[src/jkb_pkg.sv]
// Package for the jog key and brake control block.
// Assumes a 100 MHz clock and an Avalon-MM register slave.
package jkb_pkg;
   // -----------------------------------------------------------------
   // Register word offsets (byte address / 4)
   // -----------------------------------------------------------------
   localparam logic [3:0] REG_CTRL = 4'h0;
   localparam logic [3:0] REG_STAT = 4'h1;
   localparam logic [3:0] REG_KEYEN = 4'h2;
   localparam logic [3:0] REG_STEP = 4'h3;
   localparam logic [3:0] REG_IDLE = 4'h4;
   localparam logic [3:0] REG_UPLIM = 4'h5;
   localparam logic [3:0] REG_LOLIM = 4'h6;
   localparam logic [3:0] REG_BRWAIT = 4'h7;
   localparam logic [3:0] REG_BACKOFF = 4'h8;
   localparam logic [3:0] REG_BRCLOSE = 4'h9;
   localparam logic [3:0] REG_STALLPCT = 4'ha;
   localparam logic [3:0] REG_STALLTIM = 4'hb;
   localparam logic [3:0] REG_POS = 4'hc;
   localparam logic [3:0] REG_CFG = 4'hd;
   // -----------------------------------------------------------------
   // Control and status bit positions
   // -----------------------------------------------------------------
   localparam int CW_MAN_UP = 0;
   localparam int CW_MAN_DN = 1;
   localparam int CW_CONT_REL = 3;
   localparam int CW_BUS_REL = 4;
   localparam int CW_JOG_REL = 5;
   localparam int CW_SIM_UP = 8;
   localparam int CW_SIM_DN = 9;
   localparam int SW_MOVING = 6;
   localparam int SW_POS_ERR = 10;
   // -----------------------------------------------------------------
   // Reset values and times
   // -----------------------------------------------------------------
   localparam int CLK_HZ = 100_000_000;
   localparam int BRAKE_WAIT_MS = 150;
   localparam int BRAKE_CLOSE_MS = 1000;
   localparam int STALL_TIME_MS = 200;
   localparam logic [7:0] STALL_PCT_RST = 8'h1e;
   localparam logic [31:0] STEP_RST = 32'h0000_0064;
   localparam logic [31:0] IDLE_RST = 32'h0000_03e8;
   localparam logic [31:0] UPLIM_RST = 32'h0001_8b50;
   localparam logic [31:0] LOLIM_RST = 32'h0000_04b0;
   localparam logic [31:0] BACKOFF_RST = 32'h0000_0004;
   localparam logic [31:0] POS_RST = 32'h0000_c800;
   localparam int FRICTION_IDLE_MS = 50;
   // Timer units: one tick per millisecond
   localparam int MS_CYCLES = CLK_HZ / 1000;
   localparam int STEP_PERIOD = 1000;
   typedef enum logic [2:0] {
      ST_IDLE, ST_BRAKE_WAIT, ST_BACKOFF, ST_STEP, ST_HOLD, ST_CONT,
      ST_LOCK
   } jkb_state_t;
endpackage

[src/jkb_jog_ctrl.sv]
// Jog key, release arbitration, brake sequencing and stall detection.
// Assumes synchronous key inputs and an Avalon-MM master with waitrequest.
//
// Register access over Avalon-MM and the placing of the registers were chosen for this implementation.
`timescale 1ns/1ns
`default_nettype none
module jkb_jog_ctrl
   import jkb_pkg::*;
#(
   parameter int CLOSE_MS = BRAKE_CLOSE_MS,
   parameter int WAIT_MS = BRAKE_WAIT_MS,
   parameter int TICK_CYCLES = MS_CYCLES
)
(
   input wire logic i_clock,
   input wire logic i_reset,
   input wire logic [5:0] i_avs_address,
   input wire logic i_avs_read,
   input wire logic i_avs_write,
   input wire logic [31:0] i_avs_writedata,
   output logic [31:0] o_avs_readdata,
   output logic o_avs_waitrequest,
   input wire logic i_key_up,
   input wire logic i_key_dn,
   input wire logic i_bus_connected,
   input wire logic i_preop,
   input wire logic [6:0] i_node_address,
   input wire logic i_speed_low,
   output logic o_step_pulse,
   output logic o_step_dir_up,
   output logic o_brake_release,
   output logic o_moving
);
   initial
   begin
      if (CLOSE_MS < 1 || WAIT_MS < 1)
         $error("Brake times must be at least 1 ms");
      if (TICK_CYCLES < 16 || TICK_CYCLES > 131072)
         $error("Tick length out of range");
   end

   // -----------------------------------------------------------------
   // Registers
   // -----------------------------------------------------------------
   logic [15:0] ctrl_ff;
   logic keyen_ff;
   logic [31:0] step_ff, idle_ff, uplim_ff, lolim_ff, backoff_ff, pos_ff;
   logic [15:0] brwait_ff, brclose_ff, stalltim_ff;
   logic [7:0] stallpct_ff;
   logic [1:0] cfg_ff;
   logic err_ff;
   logic ack_ff;
   logic [3:0] widx;
   logic wr_go, rd_go;
   assign widx = i_avs_address[5:2];
   assign wr_go = i_avs_write && ack_ff;
   assign rd_go = i_avs_read && !ack_ff;
   assign o_avs_waitrequest = (i_avs_read || i_avs_write) && !ack_ff;

   always_ff @(posedge i_clock)
   begin
      if (i_reset)
         ack_ff <= 1'b0;
      else
         ack_ff <= (i_avs_read || i_avs_write) && !ack_ff;
   end

   always_ff @(posedge i_clock)
   begin
      if (i_reset)
      begin
         ctrl_ff <= 16'h0000;
         keyen_ff <= 1'b0;
         step_ff <= STEP_RST;
         idle_ff <= IDLE_RST;
         uplim_ff <= UPLIM_RST;
         lolim_ff <= LOLIM_RST;
         brwait_ff <= 16'(WAIT_MS);
         backoff_ff <= BACKOFF_RST;
         brclose_ff <= 16'(CLOSE_MS);
         stallpct_ff <= STALL_PCT_RST;
         stalltim_ff <= 16'(STALL_TIME_MS);
         cfg_ff <= 2'b00;
      end
      else if (wr_go)
      begin
         case (widx)
            REG_CTRL: ctrl_ff <= i_avs_writedata[15:0];
            REG_KEYEN: keyen_ff <= i_avs_writedata[0];
            REG_STEP: step_ff <= i_avs_writedata;
            REG_IDLE: idle_ff <= i_avs_writedata;
            REG_UPLIM: uplim_ff <= i_avs_writedata;
            REG_LOLIM: lolim_ff <= i_avs_writedata;
            REG_BRWAIT: brwait_ff <= i_avs_writedata[15:0];
            REG_BACKOFF: backoff_ff <= i_avs_writedata;
            REG_BRCLOSE: brclose_ff <= i_avs_writedata[15:0];
            REG_STALLPCT: stallpct_ff <= i_avs_writedata[7:0];
            REG_STALLTIM: stalltim_ff <= i_avs_writedata[15:0];
            REG_CFG: cfg_ff <= i_avs_writedata[1:0];
            default: ;
         endcase
      end
   end

   // -----------------------------------------------------------------
   // Key enable and release arbitration
   // -----------------------------------------------------------------
   logic standalone, keys_en, sim_en, cont_ok, bus_mode;
   logic key_up, key_dn, both, any_key;
   assign standalone = keyen_ff && i_preop;
   always_comb
   begin
      if (!i_bus_connected)
         keys_en = (i_node_address <= 7'h01) || keyen_ff;
      else if (standalone)
         keys_en = 1'b1;
      else
         keys_en = ctrl_ff[CW_JOG_REL] && !ctrl_ff[CW_BUS_REL];
   end
   // Everything else leaves keys_en low
   assign sim_en = i_bus_connected && !ctrl_ff[CW_BUS_REL] &&
      !ctrl_ff[CW_JOG_REL] && !standalone;
   assign key_up = (keys_en && i_key_up) ||
      (sim_en && ctrl_ff[CW_SIM_UP]);
   assign key_dn = (keys_en && i_key_dn) || (sim_en && ctrl_ff[CW_SIM_DN]);
   assign both = key_up && key_dn;
   assign any_key = key_up || key_dn;
   assign cont_ok = !i_bus_connected || standalone ||
      ctrl_ff[CW_CONT_REL];
   assign bus_mode = ctrl_ff[CW_BUS_REL] && !standalone;

   // -----------------------------------------------------------------
   // Run sequencer
   // -----------------------------------------------------------------
   jkb_state_t state_ff;
   logic dir_ff, manual_ff, busrun_ff;
   logic [31:0] cnt_ff, tmr_ff;
   logic [16:0] ms_ff;
   logic tick;
   logic [15:0] close_ms_ff;
   logic brake_ff;
   logic at_limit, mode_abort, step_go;
   assign tick = (ms_ff == 17'(TICK_CYCLES - 1));
   assign at_limit = dir_ff ? (pos_ff >= uplim_ff) : (pos_ff <= lolim_ff);
   assign mode_abort = (!busrun_ff && !keys_en && !sim_en) ||
      (busrun_ff && !bus_mode);
   assign step_go = (ms_ff[3:0] == 4'h0);

   always_ff @(posedge i_clock)
   begin
      if (i_reset || tick)
         ms_ff <= 17'h00000;
      else
         ms_ff <= ms_ff + 17'h00001;
   end

   always_ff @(posedge i_clock)
   begin
      if (i_reset)
      begin
         state_ff <= ST_IDLE;
         dir_ff <= 1'b1;
         manual_ff <= 1'b0;
         busrun_ff <= 1'b0;
         cnt_ff <= 32'h0;
         tmr_ff <= 32'h0;
      end
      else
      begin
         case (state_ff)
            ST_IDLE:
            begin
               if (bus_mode && !err_ff &&
                  (ctrl_ff[CW_MAN_UP] ^ ctrl_ff[CW_MAN_DN]))
               begin
                  state_ff <= ST_BRAKE_WAIT;
                  dir_ff <= ctrl_ff[CW_MAN_UP];
                  busrun_ff <= 1'b1;
                  manual_ff <= 1'b1;
                  tmr_ff <= 32'h0;
               end
               else if (any_key && !both)
               begin
                  state_ff <= ST_BRAKE_WAIT;
                  dir_ff <= key_up;
                  busrun_ff <= 1'b0;
                  manual_ff <= 1'b0;
                  tmr_ff <= 32'h0;
               end
            end
            ST_BRAKE_WAIT:
            begin
               if (tick)
                  tmr_ff <= tmr_ff + 32'h1;
               if (cfg_ff[0] && brake_ff)
               begin
                  state_ff <= ST_STEP;
                  cnt_ff <= 32'h0;
               end
               else if (cfg_ff[0] && tmr_ff >= 32'(brwait_ff))
               begin
                  state_ff <= ST_BACKOFF;
                  cnt_ff <= 32'h0;
               end
               else if (cfg_ff[1] && tmr_ff >= 32'(FRICTION_IDLE_MS))
               begin
                  state_ff <= ST_STEP;
                  cnt_ff <= 32'h0;
               end
               else if (cfg_ff == 2'b00)
               begin
                  state_ff <= ST_STEP;
                  cnt_ff <= 32'h0;
               end
            end
            ST_BACKOFF:
            begin
               if (step_go)
                  cnt_ff <= cnt_ff + 32'h1;
               if (cnt_ff >= backoff_ff)
               begin
                  state_ff <= ST_STEP;
                  cnt_ff <= 32'h0;
               end
            end
            ST_STEP:
            begin
               if (step_go)
                  cnt_ff <= cnt_ff + 32'h1;
               if (!busrun_ff && both)
                  state_ff <= ST_LOCK;
               else if (mode_abort || at_limit)
                  state_ff <= ST_IDLE;
               else if (manual_ff)
                  state_ff <= ST_CONT;
               else if (cnt_ff >= step_ff)
               begin
                  state_ff <= ST_HOLD;
                  tmr_ff <= 32'h0;
               end
            end
            ST_HOLD:
            begin
               if (tick)
                  tmr_ff <= tmr_ff + 32'h1;
               if (both)
                  state_ff <= ST_LOCK;
               else if (!any_key || mode_abort)
                  state_ff <= ST_IDLE;
               else if (cont_ok && tmr_ff >= idle_ff)
                  state_ff <= ST_CONT;
            end
            ST_CONT:
            begin
               if (!busrun_ff && both)
                  state_ff <= ST_LOCK;
               else if (mode_abort || at_limit || err_ff)
                  state_ff <= ST_IDLE;
               else if (!busrun_ff && !(dir_ff ? key_up : key_dn))
                  state_ff <= ST_IDLE;
               else if (busrun_ff && !ctrl_ff[CW_MAN_UP] &&
                  !ctrl_ff[CW_MAN_DN])
                  state_ff <= ST_IDLE;
            end
            ST_LOCK:
            begin
               if (!key_up && !key_dn)
                  state_ff <= ST_IDLE;
            end
            default: state_ff <= ST_IDLE;
         endcase
      end
   end

   // -----------------------------------------------------------------
   // Motion output and position
   // -----------------------------------------------------------------
   logic moving;
   assign moving = (state_ff == ST_STEP) || (state_ff == ST_CONT) ||
      (state_ff == ST_BACKOFF);
   always_ff @(posedge i_clock)
   begin
      if (i_reset)
      begin
         o_step_pulse <= 1'b0;
         o_step_dir_up <= 1'b0;
         o_moving <= 1'b0;
         pos_ff <= POS_RST;
      end
      else
      begin
         o_moving <= moving;
         o_step_pulse <= moving && step_go &&
            !(state_ff != ST_BACKOFF && at_limit);
         o_step_dir_up <= (state_ff == ST_BACKOFF) ? !dir_ff : dir_ff;
         if (moving && step_go && !(state_ff != ST_BACKOFF && at_limit))
         begin
            if ((state_ff == ST_BACKOFF) ? !dir_ff : dir_ff)
               pos_ff <= pos_ff + 32'h1;
            else
               pos_ff <= pos_ff - 32'h1;
         end
      end
   end

   // -----------------------------------------------------------------
   // Brake control
   // -----------------------------------------------------------------
   always_ff @(posedge i_clock)
   begin
      if (i_reset)
      begin
         brake_ff <= 1'b0;
         close_ms_ff <= 16'h0;
      end
      else if (state_ff == ST_BACKOFF || (state_ff == ST_STEP && cfg_ff[1]))
      begin
         brake_ff <= 1'b1;
         close_ms_ff <= 16'h0;
      end
      else if (state_ff == ST_IDLE || state_ff == ST_LOCK)
      begin
         if (cfg_ff[1])
            brake_ff <= 1'b0;
         else if (brake_ff && tick)
         begin
            close_ms_ff <= close_ms_ff + 16'h1;
            if (close_ms_ff + 16'h1 >= brclose_ff)
               brake_ff <= 1'b0;
         end
      end
      else
         close_ms_ff <= 16'h0;
   end
   assign o_brake_release = brake_ff;

   // -----------------------------------------------------------------
   // Stall detection
   // -----------------------------------------------------------------
   logic [15:0] slow_ms_ff;
   always_ff @(posedge i_clock)
   begin
      if (i_reset)
      begin
         slow_ms_ff <= 16'h0;
         err_ff <= 1'b0;
      end
      else
      begin
         if (state_ff == ST_CONT && i_speed_low)
         begin
            if (tick)
               slow_ms_ff <= slow_ms_ff + 16'h1;
         end
         else
            slow_ms_ff <= 16'h0;
         if (state_ff == ST_CONT && slow_ms_ff > stalltim_ff)
            err_ff <= 1'b1;
         else if (wr_go && widx == REG_CTRL &&
            (i_avs_writedata[CW_MAN_UP] ^ i_avs_writedata[CW_MAN_DN]) &&
            (i_avs_writedata[1:0] != ctrl_ff[1:0]))
            err_ff <= 1'b0;
      end
   end

   // -----------------------------------------------------------------
   // Read data
   // -----------------------------------------------------------------
   always_ff @(posedge i_clock)
   begin
      if (i_reset)
         o_avs_readdata <= 32'h0;
      else if (rd_go)
      begin
         case (widx)
            REG_CTRL: o_avs_readdata <= {16'h0, ctrl_ff};
            REG_STAT: o_avs_readdata <= {21'h0, err_ff, 3'h0, o_moving,
               1'b0, brake_ff, both, keys_en, sim_en, cont_ok};
            REG_KEYEN: o_avs_readdata <= {31'h0, keyen_ff};
            REG_STEP: o_avs_readdata <= step_ff;
            REG_IDLE: o_avs_readdata <= idle_ff;
            REG_UPLIM: o_avs_readdata <= uplim_ff;
            REG_LOLIM: o_avs_readdata <= lolim_ff;
            REG_BRWAIT: o_avs_readdata <= {16'h0, brwait_ff};
            REG_BACKOFF: o_avs_readdata <= backoff_ff;
            REG_BRCLOSE: o_avs_readdata <= {16'h0, brclose_ff};
            REG_STALLPCT: o_avs_readdata <= {24'h0, stallpct_ff};
            REG_STALLTIM: o_avs_readdata <= {16'h0, stalltim_ff};
            REG_POS: o_avs_readdata <= pos_ff;
            REG_CFG: o_avs_readdata <= {30'h0, cfg_ff};
            default: o_avs_readdata <= 32'h0;
         endcase
      end
   end

   // -----------------------------------------------------------------
   // Checks
   // -----------------------------------------------------------------
   property p_lock_hold;
      @(posedge i_clock) disable iff (i_reset)
      (state_ff == ST_LOCK && (key_up || key_dn)) |=> state_ff == ST_LOCK;
   endproperty
   a_lock_hold: assert property (p_lock_hold)
      else $error("Lock left while a key held");
   property p_both_abort;
      @(posedge i_clock) disable iff (i_reset)
      (state_ff == ST_CONT && !busrun_ff && both) |=> state_ff == ST_LOCK;
   endproperty
   a_both_abort: assert property (p_both_abort)
      else $error("Both keys did not abort run");
   property p_no_cont;
      @(posedge i_clock) disable iff (i_reset)
      (state_ff == ST_HOLD && !cont_ok) |=> state_ff != ST_CONT;
   endproperty
   a_no_cont: assert property (p_no_cont)
      else $error("Continuous run without release");
   property p_keys_standalone;
      @(posedge i_clock) disable iff (i_reset)
      (i_bus_connected && keyen_ff && i_preop) |-> keys_en && !sim_en;
   endproperty
   a_keys_standalone: assert property (p_keys_standalone)
      else $error("Standalone keys not enabled");
   property p_keys_off;
      @(posedge i_clock) disable iff (i_reset)
      (i_bus_connected && !standalone && ctrl_ff[CW_BUS_REL]) |-> !keys_en;
   endproperty
   a_keys_off: assert property (p_keys_off)
      else $error("Keys enabled under bus release");
   property p_limit;
      @(posedge i_clock) disable iff (i_reset)
      (state_ff == ST_CONT && at_limit && !(both && !busrun_ff)) |=>
         state_ff == ST_IDLE;
   endproperty
   a_limit: assert property (p_limit)
      else $error("Run passed travel limit");
   property p_stall;
      @(posedge i_clock) disable iff (i_reset)
      (state_ff == ST_CONT && slow_ms_ff > stalltim_ff) |=> err_ff;
   endproperty
   a_stall: assert property (p_stall)
      else $error("Stall not flagged");
   property p_mode_abort;
      @(posedge i_clock) disable iff (i_reset)
      (state_ff == ST_CONT && busrun_ff && !bus_mode) |=> state_ff == ST_IDLE;
   endproperty
   a_mode_abort: assert property (p_mode_abort)
      else $error("Mode change did not abort");
   c_cont: cover property (@(posedge i_clock) state_ff == ST_CONT);
   c_lock: cover property (@(posedge i_clock) state_ff == ST_LOCK);
   c_err: cover property (@(posedge i_clock) err_ff);
endmodule
`default_nettype wire

[config.mk]
export PLATFORM = sky130hd
export DESIGN_NAME = jkb_jog_ctrl
export DESIGN_NICKNAME = d
export VERILOG_FILES = /design/src/jkb_pkg.sv /design/src/jkb_jog_ctrl.sv
export SDC_FILE = /design/constraint.sdc
export NUM_CORES = 1
export LEC_CHECK = 0
export BUFFER_PORTS_ARGS = -buffer_cell sky130_fd_sc_hd__buf_2
export CORE_UTILIZATION = 63
export DETAILED_ROUTE_END_ITERATION = 16
export PLACE_DENSITY = 0.81
export REMOVE_ABC_BUFFERS = 1
export SYNTH_ARGS = -nofsm -noshare
export SYNTH_HDL_FRONTEND = slang
export SYNTH_SLANG_ARGS = --single-unit
[constraint.sdc]
create_clock -name i_clock -period 5.52 [get_ports i_clock]
set_clock_uncertainty 0.2 [all_clocks]
set_input_delay 1.104 -clock i_clock [delete_from_list [all_inputs] [get_ports i_clock]]
set_output_delay 1.104 -clock i_clock [all_outputs]
set_load 0.01 [all_outputs]
==> run_results.csv <==
group,metric,value,unit
route,via_per_inst,6.50,
placed_design,pre_cts_slack,0.948,ns
yosys,yosysTopAreaCell,"dfxtp_1",
yosys,yosys-top-cells-count,"553 x nand2_1, 423 x dfxtp_1, 356 x a21oi_1",
global_route,antenna_found_initial,2,
sta,finalSetupViolCount,0,
route,ant_nets,0,
setup_path,arrival,5.01,ns
sta,hold_viol,0,
run,cap_viol_max_count,0,
setup_path,endpoint_kind,"register",
setup_path,required,5.81,ns
setup_path,r2r-start,"state_ff[1]",
min_path,hold_path_class,"register to register",
yosys,synth_area_per_cell,7.81,µm²
clock_tree,htree_levels,2,
clock_tree,clk_latency,0.61,ns
setup_path,cp-start-kind,"register",
power_and_ir_drop,p_total,8.11,mW
sta,fmaxAchievable,0.212,GHz
yosys,synth_top_area_share,34.4,%
final_layout,area_growth,9.89,%
clock_tree,cts_buffer_depth,3,
placed_design,dpl_cell_area,0.0255,mm²
setup_path,crit_family,"compound AO/OA/AOI/OAI gates",
floorplan,start_util,63.8,%
global_route,grt_max_degree,79,
setup_path,timing.critical_path.mode_cell,"a21oi_1",
setup_path,crit_buf_inv,1,
floorplan,fp.dieArea,0.0399,mm²
floorplan,ios,91,
global_route,grt_pass1_vias,22853,
clock_tree,cts_hold_buf,0,
final_layout,final_nets,3461,
sta,fin_crit,4.73,ns
yosys,yosysWarnings,0,
sta,slew_headroom,13.1,%
route,vias,24147,
power_and_ir_drop,leakage,10.5,nW
min_path,hold_depth,2,
placed_design,place_congestion,1.05,
sta,rsz0062_at_grt,"no",
global_route,gr-total-overflow,0,
sta,tightestPinTransition,1.30,ns
setup_path,rr_worst_depth,15,
yosys,ys_seq_elements,423,
setup_path,critPathKind,"register to register",
yosys,syn_area,0.0246,mm²
final_layout,drive_above_1_share,7.64,%
route,drtIter0Drc,3060,
setup_path,slowest_delay,0.61,ns
final_layout,instances_no_fill,3714,
yosys,yosysMostFrequentCell,"nand2_1",
placed_design,dpl.hpwl,57.3,mm
outcome,outcome,"finished clean",
route,wire_per_inst,21.8,µm
min_path,min_to,"ctrl_ff[2]",
floorplan,chipHeight,200,µm
yosys,netlist_instances,3155,
clock_tree,cts_num_sinks,423,
placed_design,dp_cells,3629,
route,drc,0,
setup_path,r2r_slack,0.79,ns
clock_tree,cts_buffers,46,
yosys,synthTopCellsByArea,"dfxtp_1 34%, ha_1 13%, nand2_1 8.4%",
setup_path,r2r_end,"pos_ff[24]",
yosys,synth-edff-count,0,
sta,fin_crit_sh,85.6,%
power_and_ir_drop,pwr_density_cell,299,mW/mm²
sta,setup_slack,0.793,ns
setup_path,cp_max_fo,15,
final_layout,nFillCells,3002,
yosys,async_flop_share,0,%
global_route,gr-usage-all-layers,40.0,%
clock_tree,post_cts_buffers,0,
power_and_ir_drop,max-vdd-ir-drop,0.000267,V
sta,slew_violations,0,
floorplan,rows,72,
setup_path,path_cells,"nand2b_1 > nor2_1 > xnor2_1 > inv_1 > ha_1 > a21oi_1 > a21oi_1 > a2111oi_0 > o21ai_0 > a211o_1 > a31oi_1 > o21bai_1 > a21oi_1 > xnor2_1 > a21o_1",
min_path,hp-start,"ctrl_ff[2]",
final_layout,stdcell_area,0.0271,mm²
placed_design,port_buffers,87,
global_route,grt_pass1_wl,123,mm
setup_path,cp_slowest_cell,"dfxtp_1",
route,finalWirelength,81.0,mm
clock_tree,cts_resized,0,
floorplan,dieWidth,200,µm
sta,tns,0,ns
clock_tree,path_clk_slew,0.07,ns
yosys,ys.flop_type,"dfxtp_1",
clock_tree,tritoncts,"done",
floorplan,core-area,0.0386,mm²
clock_tree,cts.root.buffer_cell,"clkbuf_16",
route,drt_pass1_iterations,7,
yosys,synth.distinct_cells,73,
yosys,yosysSeqAreaShare,34.4,%
[stage by stage]
| step | utilization, % | hold WS [ns] |
|---|---|---|
| 6_report | 70.1 | 0.258 |
| 2_1_floorplan | - | 0.230 |
| 3_3_place_gp | 65.9 | 0.241 |
| 3_5_place_dp | 65.9 | 0.248 |
| 4_1_cts | 70.1 | 0.257 |
| 5_1_grt | 70.1 | 0.279 |
[power breakdown]
group	internal, mW	leakage, nW	switching (mW)
clock	2.00	0.802	1.35
combinational	0.521	6.24	1.02
sequential	3.11	3.41	0.105
[layout make-up]
class                           instances  area (µm²)  share of cell area (%)
Tap cell                              518         648                    2.39
Multi-Input combinational cell       2325       14700                    54.3
Sequential cell                       423        8470                    31.3
Clock inverter                         20         263                   0.970
Antenna cell                            1        2.50                 0.00924
Clock buffer                           64        1360                    5.03
Timing Repair Buffer                  124         723                    2.67
Inverter                              239         897                    3.31
[routing by layer]
metal | GRT usage [%] | vias up | share of wire (%)
met1 | 48.2 | 11168 | 37
met4 | 29.0 | 2 | 8.1
li1 | - | 11058 | -
met5 | 0 | - | 0.049
met3 | 9.59 | 398 | 11
met2 | 62.6 | 1521 | 44
[tightest hold or removal path, cell delays in order (launching register included)]
cell and delay (ns):
dfxtp_1 0.31, nand2_1 0.05, a21oi_1 0.05
[sequential cells by signal, summed over array words and instances, names as in the netlist, 17 cells and up]
signal          flops
o_avs_readdata     32
tmr_ff             32
cnt_ff             32
backoff_ff         32
step_ff            32
ms_ff              17
lolim_ff           32
idle_ff            32
pos_ff             32
uplim_ff           32
[logic make-up (layout without fill, tap and decap cells)]
kind of cell | count (synthesis) | in the layout | synth area share (%)
AND/OR/NAND/NOR | 1115 | 1115 | 20.4
adder cells (fa/ha/maj) | 248 | 248 | 12.6
XOR/XNOR | 119 | 119 | 4.23
flip-flops | 423 | 423 | 34.4
multiplexers | 46 | 46 | 1.87
buffers and inverters | 407 | 447 | 6.29
AO/OA/AOI/OAI | 797 | 797 | 20.2
other | 0 | 1 | 0
[worst max path at each step]
stage	startpoint	end	slack, ns	cells past startpoint
after global routing	state_ff[1]	pos_ff[24]	0.52	15
after detailed placement	state_ff[1]	pos_ff[24]	0.95	16
after CTS	state_ff[1]	pos_ff[24]	0.87	16
final	state_ff[1]	pos_ff[24]	0.79	15
after global placement	state_ff[1]	pos_ff[24]	1.06	16
after floorplan	i_avs_address[4]	backoff_ff[0]	0.89	5
[cells in the final DEF (no fill, tap or decap), drive strengths merged, types with 12 or more instances in the layout]
cell type	synthesis	layout
mux2i	45	45
nor3	44	44
nand4	53	53
dfxtp	423	423
a31oi	40	40
nor2b	15	15
nand2	553	553
xor2	60	60
and3	32	32
buf	13	124
a221oi	22	22
xnor2	59	59
nor4	38	38
a22oi	87	87
a21o	46	46
inv	239	238
nand3	61	61
a21oi	356	356
nor2	224	224
clkinv	0	13
and4	16	16
o21a	12	12
clkbuf	155	64
a211oi	17	17
a22o	25	25
nand2b	23	23
ha	247	247
or3	20	20
o211ai	47	47
o21ai	83	83
Note: power is estimated with default switching activity, not from simulation.
